### config.mk
export PLATFORM = sky130hd
export DESIGN_NAME = error_flag_halt_control
export DESIGN_NICKNAME = d
export VERILOG_FILES = /design/src/hw/fault_pkg.sv /design/src/hw/flag_save.sv /design/src/hw/link_quiesce.sv /design/src/hw/error_flag_halt_control.sv
export SDC_FILE = /design/constraint.sdc
export NUM_CORES = 1
export LEC_CHECK = 0
export BUFFER_PORTS_ARGS = -buffer_cell sky130_fd_sc_hd__buf_2
export CAP_MARGIN = 20
export CELL_PAD_IN_SITES_DETAIL_PLACEMENT = 0
export CELL_PAD_IN_SITES_GLOBAL_PLACEMENT = 1
export CORE_ASPECT_RATIO = 2
export CORE_MARGIN = 2
export CORE_UTILIZATION = 36
export CTS_BUF_LIST = sky130_fd_sc_hd__clkbuf_4 sky130_fd_sc_hd__clkbuf_8 sky130_fd_sc_hd__clkbuf_16
export DETAILED_ROUTE_END_ITERATION = 12
export PLACE_DENSITY_LB_ADDON = 0.1
export SETUP_SLACK_MARGIN = 0.02
export SLEW_MARGIN = 30
export SYNTH_ARGS = -nofsm -noshare
export SYNTH_HDL_FRONTEND = slang
export SYNTH_SLANG_ARGS = --single-unit
### constraint.sdc
create_clock -name i_core_clk -period 3.3 [get_ports i_core_clk]
set_clock_uncertainty 0.2 [all_clocks]
set_input_delay 0.33 -clock i_core_clk [delete_from_list [all_inputs] [get_ports i_core_clk]]
set_output_delay 0.33 -clock i_core_clk [all_outputs]
set_load 0.1 [all_outputs]
### src/hw/fault_pkg.sv
// shared types and constants for the error flag and halt control block
package fault_pkg;

  localparam int unsigned IPTR_W      = 32;
  localparam int unsigned LINK_N      = 4;
  // instruction pointer offsets left behind by each kind of halt
  localparam logic [31:0] ERR_IP_OFS  = 32'h0000_0002;
  localparam logic [31:0] DBG_IP_OFS  = 32'h0000_0001;
  localparam logic        FLAG_CLR    = 1'b0;
  localparam logic        FLAG_SET    = 1'b1;

  // sources that may raise the error flag, one pulse each
  typedef struct packed {
    logic overflow;
    logic div_zero;
    logic bounds;
    logic soft_set;
    logic fpu;
  } fault_src_t;

  // flag pair saved over a pre-emption
  typedef struct packed {
    logic err;
    logic hof;
  } flag_pair_t;

  // per-link activity seen by the halt logic
  typedef struct packed {
    logic [LINK_N-1:0] in_busy;
    logic [LINK_N-1:0] out_busy;
  } link_stat_t;

  typedef enum logic [1:0] {
    RUN,
    DBG_WAIT,
    HALT_ERR,
    HALT_DBG
  } run_state_t;

endpackage

### src/hw/flag_save.sv
// save and restore of the flag pair around a high priority pre-emption
`timescale 1ns/1ps
module flag_save
  import fault_pkg::*;
(
  input  wire logic       i_core_clk,
  input  wire logic       i_reset,
  input  wire logic       i_preempt,
  input  wire logic       i_hi_done,
  input  wire flag_pair_t i_live,
  output flag_pair_t      o_saved,
  output logic            o_active
);

  // capture the low priority flags on entry, hold until the high priority ends
  always_ff @(posedge i_core_clk or posedge i_reset) begin
    if (i_reset) begin
      o_saved  <= '0;
      o_active <= 1'b0;
    end else if (i_preempt && !o_active) begin
      o_saved  <= i_live;
      o_active <= 1'b1;
    end else if (i_hi_done && o_active) begin
      o_active <= 1'b0;
    end
  end

endmodule

### src/hw/link_quiesce.sv
// link gating and idle detection while the processor is halted
`timescale 1ns/1ps
module link_quiesce
  import fault_pkg::*;
(
  input  wire logic       i_core_clk,
  input  wire logic       i_reset,
  input  wire logic       i_halted,
  input  wire logic       i_dbg_req,
  input  wire link_stat_t i_links,
  output logic            o_out_fetch_ok,
  output logic            o_links_idle
);

  logic [LINK_N-1:0] busy;

  // a link counts busy while either direction still has a transfer
  genvar g;
  generate
    for (g = 0; g < LINK_N; g++) begin : g_link
      assign busy[g] = i_links.in_busy[g] | i_links.out_busy[g];
    end
  endgenerate

  // output links stop fetching from memory once halted or under debug request
  always_ff @(posedge i_core_clk or posedge i_reset) begin
    if (i_reset) begin
      o_out_fetch_ok <= 1'b1;
    end else begin
      o_out_fetch_ok <= !(i_halted || i_dbg_req);
    end
  end

  // idle only after every outstanding transfer has finished
  always_ff @(posedge i_core_clk or posedge i_reset) begin
    if (i_reset) begin
      o_links_idle <= 1'b0;
    end else begin
      o_links_idle <= i_halted && (busy == '0);
    end
  end

endmodule

### src/hw/error_flag_halt_control.sv
// error flag, halt on fault and halt state control for the processor core
`timescale 1ns/1ps
module error_flag_halt_control
  import fault_pkg::*;
(
  input  wire logic              i_core_clk,
  input  wire logic              i_reset,
  input  wire fault_src_t        i_fault,
  input  wire logic              i_test_clear,
  input  wire logic              i_hof_set,
  input  wire logic              i_hof_clear,
  input  wire logic              i_preempt,
  input  wire logic              i_hi_done,
  input  wire logic              i_dbg_halt_req,
  input  wire logic              i_desched,
  input  wire logic [IPTR_W-1:0] i_iptr,
  input  wire logic              i_refresh_due,
  input  wire link_stat_t        i_links,
  output logic                   o_error_status_pin,
  output logic                   o_halt_on_fault_flag,
  output logic                   o_test_result,
  output logic                   o_halted,
  output logic [IPTR_W-1:0]      o_stack_a,
  output logic                   o_stack_a_valid,
  output logic                   o_refresh_go,
  output logic                   o_out_fetch_ok,
  output logic                   o_links_idle
);

  //////////////////////////////////////////////////////////////////////////////
  // local signals

  logic        err_r;
  logic        err_nxt;
  logic        hof_r;
  logic        hof_nxt;
  logic        any_fault;
  logic        err_rise;
  run_state_t  state_r;
  run_state_t  state_nxt;
  flag_pair_t  live;
  flag_pair_t  saved;
  logic        save_active;
  logic        preempt_go;
  logic        hi_end;
  logic        dbg_halt;

  assign any_fault  = |i_fault;
  assign live       = '{err: err_r, hof: hof_r};
  assign preempt_go = i_preempt && !save_active;
  assign hi_end     = i_hi_done && save_active;
  assign dbg_halt   = (state_nxt == HALT_DBG);

  //////////////////////////////////////////////////////////////////////////////
  // error flag next value

  // restore wins over everything; a new fault wins over a clear
  always_comb begin
    err_nxt = err_r;
    if (hi_end) begin
      err_nxt = saved.err;
    end else if (any_fault) begin
      err_nxt = FLAG_SET;
    end else if (i_test_clear) begin
      err_nxt = FLAG_CLR;
    end
  end

  // the flag keeps its value through reset so analysis can find the culprit
  always_ff @(posedge i_core_clk) begin
    err_r <= err_nxt;
  end

  assign err_rise = err_nxt && !err_r;

  //////////////////////////////////////////////////////////////////////////////
  // halt on fault flag

  // cleared on entry to high priority, restored at its end
  always_comb begin
    hof_nxt = hof_r;
    if (hi_end) begin
      hof_nxt = saved.hof;
    end else if (preempt_go) begin
      hof_nxt = FLAG_CLR;
    end else if (i_hof_set) begin
      hof_nxt = FLAG_SET;
    end else if (i_hof_clear) begin
      hof_nxt = FLAG_CLR;
    end
  end

  always_ff @(posedge i_core_clk or posedge i_reset) begin
    if (i_reset) begin
      hof_r <= FLAG_CLR;
    end else begin
      hof_r <= hof_nxt;
    end
  end

  flag_save u_flag_save (
    .i_core_clk (i_core_clk),
    .i_reset    (i_reset),
    .i_preempt  (i_preempt),
    .i_hi_done  (i_hi_done),
    .i_live     (live),
    .o_saved    (saved),
    .o_active   (save_active)
  );

  //////////////////////////////////////////////////////////////////////////////
  // run and halt state

  always_comb begin
    state_nxt = state_r;
    case (state_r)
      RUN: begin
        if (err_rise && hof_r) begin
          state_nxt = HALT_ERR;
        end else if (i_dbg_halt_req) begin
          state_nxt = i_desched ? HALT_DBG : DBG_WAIT;
        end
      end
      DBG_WAIT: begin
        if (err_rise && hof_r) begin
          state_nxt = HALT_ERR;
        end else if (i_desched) begin
          state_nxt = HALT_DBG;
        end
      end
      HALT_ERR: begin
        state_nxt = HALT_ERR;
      end
      default: begin
        state_nxt = HALT_DBG;
      end
    endcase
  end

  always_ff @(posedge i_core_clk or posedge i_reset) begin
    if (i_reset) begin
      state_r <= RUN;
    end else begin
      state_r <= state_nxt;
    end
  end

  //////////////////////////////////////////////////////////////////////////////
  // instruction pointer capture into the first stack register

  always_ff @(posedge i_core_clk or posedge i_reset) begin
    if (i_reset) begin
      o_stack_a       <= '0;
      o_stack_a_valid <= 1'b0;
    end else if (state_r != HALT_ERR && state_r != HALT_DBG) begin
      if (state_nxt == HALT_ERR) begin
        o_stack_a       <= i_iptr + ERR_IP_OFS;
        o_stack_a_valid <= 1'b1;
      end else if (dbg_halt) begin
        o_stack_a       <= i_iptr + DBG_IP_OFS;
        o_stack_a_valid <= 1'b1;
      end
    end
  end

  //////////////////////////////////////////////////////////////////////////////
  // registered outputs

  // pin mirrors the flag except during reset, which drives it low; undefined before first reset is the watcher's problem
  always_ff @(posedge i_core_clk or posedge i_reset) begin
    if (i_reset) begin
      o_error_status_pin <= 1'b0;
    end else begin
      o_error_status_pin <= err_nxt;
    end
  end

  always_ff @(posedge i_core_clk or posedge i_reset) begin
    if (i_reset) begin
      o_halt_on_fault_flag <= FLAG_CLR;
      o_test_result        <= 1'b0;
      o_halted             <= 1'b0;
      o_refresh_go         <= 1'b0;
    end else begin
      o_halt_on_fault_flag <= hof_nxt;
      o_test_result        <= i_test_clear ? !err_r : o_test_result;
      o_halted             <= (state_nxt == HALT_ERR) || (state_nxt == HALT_DBG);
      o_refresh_go         <= i_refresh_due;
    end
  end

  link_quiesce u_link_quiesce (
    .i_core_clk     (i_core_clk),
    .i_reset        (i_reset),
    .i_halted       (o_halted),
    .i_dbg_req      (i_dbg_halt_req),
    .i_links        (i_links),
    .o_out_fetch_ok (o_out_fetch_ok),
    .o_links_idle   (o_links_idle)
  );

endmodule

==> qor.txt <==
clock buffer count from CTS - 5
Mapped Nets - 341
CTS tree - built
first-pass GRT wire length - 11300 um
Seq/Total Area, Yosys - 43.8%
Root Driver - clkbuf_16
Slew HR - 59.8%
Min Hold Slack - 0.0541 ns
clk sink count - 46
number of synthesized flops with an enable pin - 0
first drt pass iteration count - 4
Cell Chain, Critical Path - dlygate4sd3_1 -> buf_2 -> o21a_1 -> and4b_1 -> or3_2 -> or3_1 -> o211ai_1 -> a31o_2
Core Rows - 44
Max IR drop VDD - 243 uV
Syn Area/Cell - 9.23 sq um
fill count - 750
Setup TNS Final - 0 ns
initial antenna violation count - 0
crit path setup slack, layout - 0.470 ns
Critical Path End Type - flip-flop
Die Wd - 64.4 um
vias in the first global route - 2309
Synth Instances - 284
Final #Nets - 440
fin crit share - 85.8%
Cell Pwr Density - 453 mW/mm^2
Worst Path Max Fanout - 39
Final setup viols - 0
Vias - 2441
Final Critical Period - 2.83 ns
Crit path buffers/inverters - 2
HPWL after detailed placement - 5170 um
Synth Flop Type - dfrtp_1
Core Region - 0.00716 sq mm
crit path max-delay cell type - or3_2
RSZ-0062 raised after global routing - false
clock buffer depth - 2
layout cells sized above 1 - 32.8%
largest area contributor in the synthesized netlist - dfrtp_1
Tightest Hold Check Type - in2reg
Largest register FFs - 32
post-DR vias/cell - 5.13
total leakage power - 0.00162 uW
cts hold-fix bufs - 5
WS Path Type - in2reg
GP Congestion - 0.807
final WL - 6870 um
slowest stage delay, CP - 0.77 ns
Area Overhead vs Synth - 30.8%
CTS HTree Levels - 2
FMAX - 353 MHz
Final ANT Viol Nets - 0
DRC - 0
clk_lat worst skew - 0.29 ns
Fin. Hold Viols - 0
Initial Util - 36.6%
synthesized area - 0.00262 sq mm
Synth cell types - 52
count leader, synth - dfrtp_1
gr ovfl total - 0
Iter 0 DRT Violations - 171
Top reg by flops - o_stack_a
DP Worst Slack - 0.602 ns
leading registers by flop count - o_stack_a: 32 flops, state_r: 2 flops, u_flag_save.o_saved: 2 flops
clk slew on worst S/H paths - 0.06 ns
synthesis-stage register bit count - 46
I/O pins - 95
Synth async-reset ratio - 97.8%
Worst Path Arrival - 2.86 ns
Synth top area share - 42.0%
most frequent cells after synthesis - dfrtp_1 (44), nand2_1 (40), nand3_1 (21), o21ai_0 (21), xnor2_1 (18)
synth top area cells - dfrtp_1 (42%), xnor2_1 (6.0%), nand2_1 (5.7%)
actual slew at the worst max-slew pin - 0.602 ns
routed len/inst - 14.4 um
delay-heaviest family, CP - simple AND/OR/NAND/NOR gates
Die ar. - 0.00802 sq mm
number of buffers added for setup after CTS - 0
CTS resizes - 0
Max Cap Violations - 0
gr usage total - 18.2%
number of port buffers - 94
largest net degree at the start of global routing - 46
Die H - 125 um
Yosys warnings - 0
Design Power - 1550 uW
Worst Path Required - 3.33 ns
CP Launch Type - input port
status - finished, final reports clean
Max Slew Vio Count - 0
diodes inserted - 0
cell type report:
cell class	instances	area, sq um	area share (%)
well taps	92	115	3.36
clock buffers	7	146	4.27
inverters	9	36.3	1.06
clock inverters	1	30.0	0.875
flip-flops and latches	46	1150	33.4
multi-input cells	217	1400	40.7
repair buffers	104	558	16.3
per-stage QoR:
step                      utilization (%)  cells  instance area [sq um]
after detailed placement             44.8    463                   3200
final                                47.9    476                   3430
after global routing                 47.9    476                   3430
after global placement               44.7    463                   3200
after CTS                            47.9    476                   3430
after floorplan                         -    284                   2620
where the power goes:
group	leakage [uW]	switching (uW)	internal [uW]
clock	0.0000875	210	387
combinational	0.000945	260	85.4
sequential	0.000583	18.5	594
total	0.00162	488	1070
cells in the final DEF (no fill, tap or decap), types with 3 or more instances in the layout:
cell and instances:
buf_2 94, dfrtp_1 44, nand2_1 40, nand3_1 21, o21ai_0 21, xnor2_1 18
nor2_1 10, nor3_1 8, inv_1 8, nor4_1 8, and4_1 7, and3_1 7
mux2i_1 6, nand2b_1 5, a21oi_1 5, nand4_1 5, a31oi_1 5, clkbuf_16 5
dlygate4sd3_1 5, buf_4 5, nor2b_1 4, or3_1 4, o21ai_1 3
path summary, 6_finish.rpt:
path	slack, ns	to	cells after the start	from
setup reg to reg	0.63	o_stack_a[30]	6	o_halt_on_fault_flag
min in group asynchronous	0.46	o_refresh_go	3	i_reset
setup / recovery	0.47	o_stack_a[30]	8	i_dbg_halt_req
max in group asynchronous	2.04	o_stack_a[21]	3	i_reset
hold reg to reg	0.24	u_link_quiesce.o_out_fetch_ok	1	o_halted
hold / removal	0.05	o_test_result	2	i_test_clear
logic make-up after synthesis:
logic type               after synthesis  share of synthesized area (%)
AO/OA/AOI/OAI                         49                           13.3
XOR/XNOR                              18                           6.01
adder cells (fa/ha/maj)                2                          0.954
buffers and inverters                 21                           3.20
flip-flops                            46                           43.8
multiplexers                          10                           4.20
AND/OR/NAND/NOR                      138                           28.6
per-layer routing:
layer	vias to the layer above	part of all wire (%)	GRT usage (%)
met5	-	0	0
li1	1221	-	-
met2	66	52	30.6
met4	0	1.9	7.51
met3	7	4.1	3.07
met1	1147	42	22.7
Note: power is estimated with default switching activity, not from simulation.
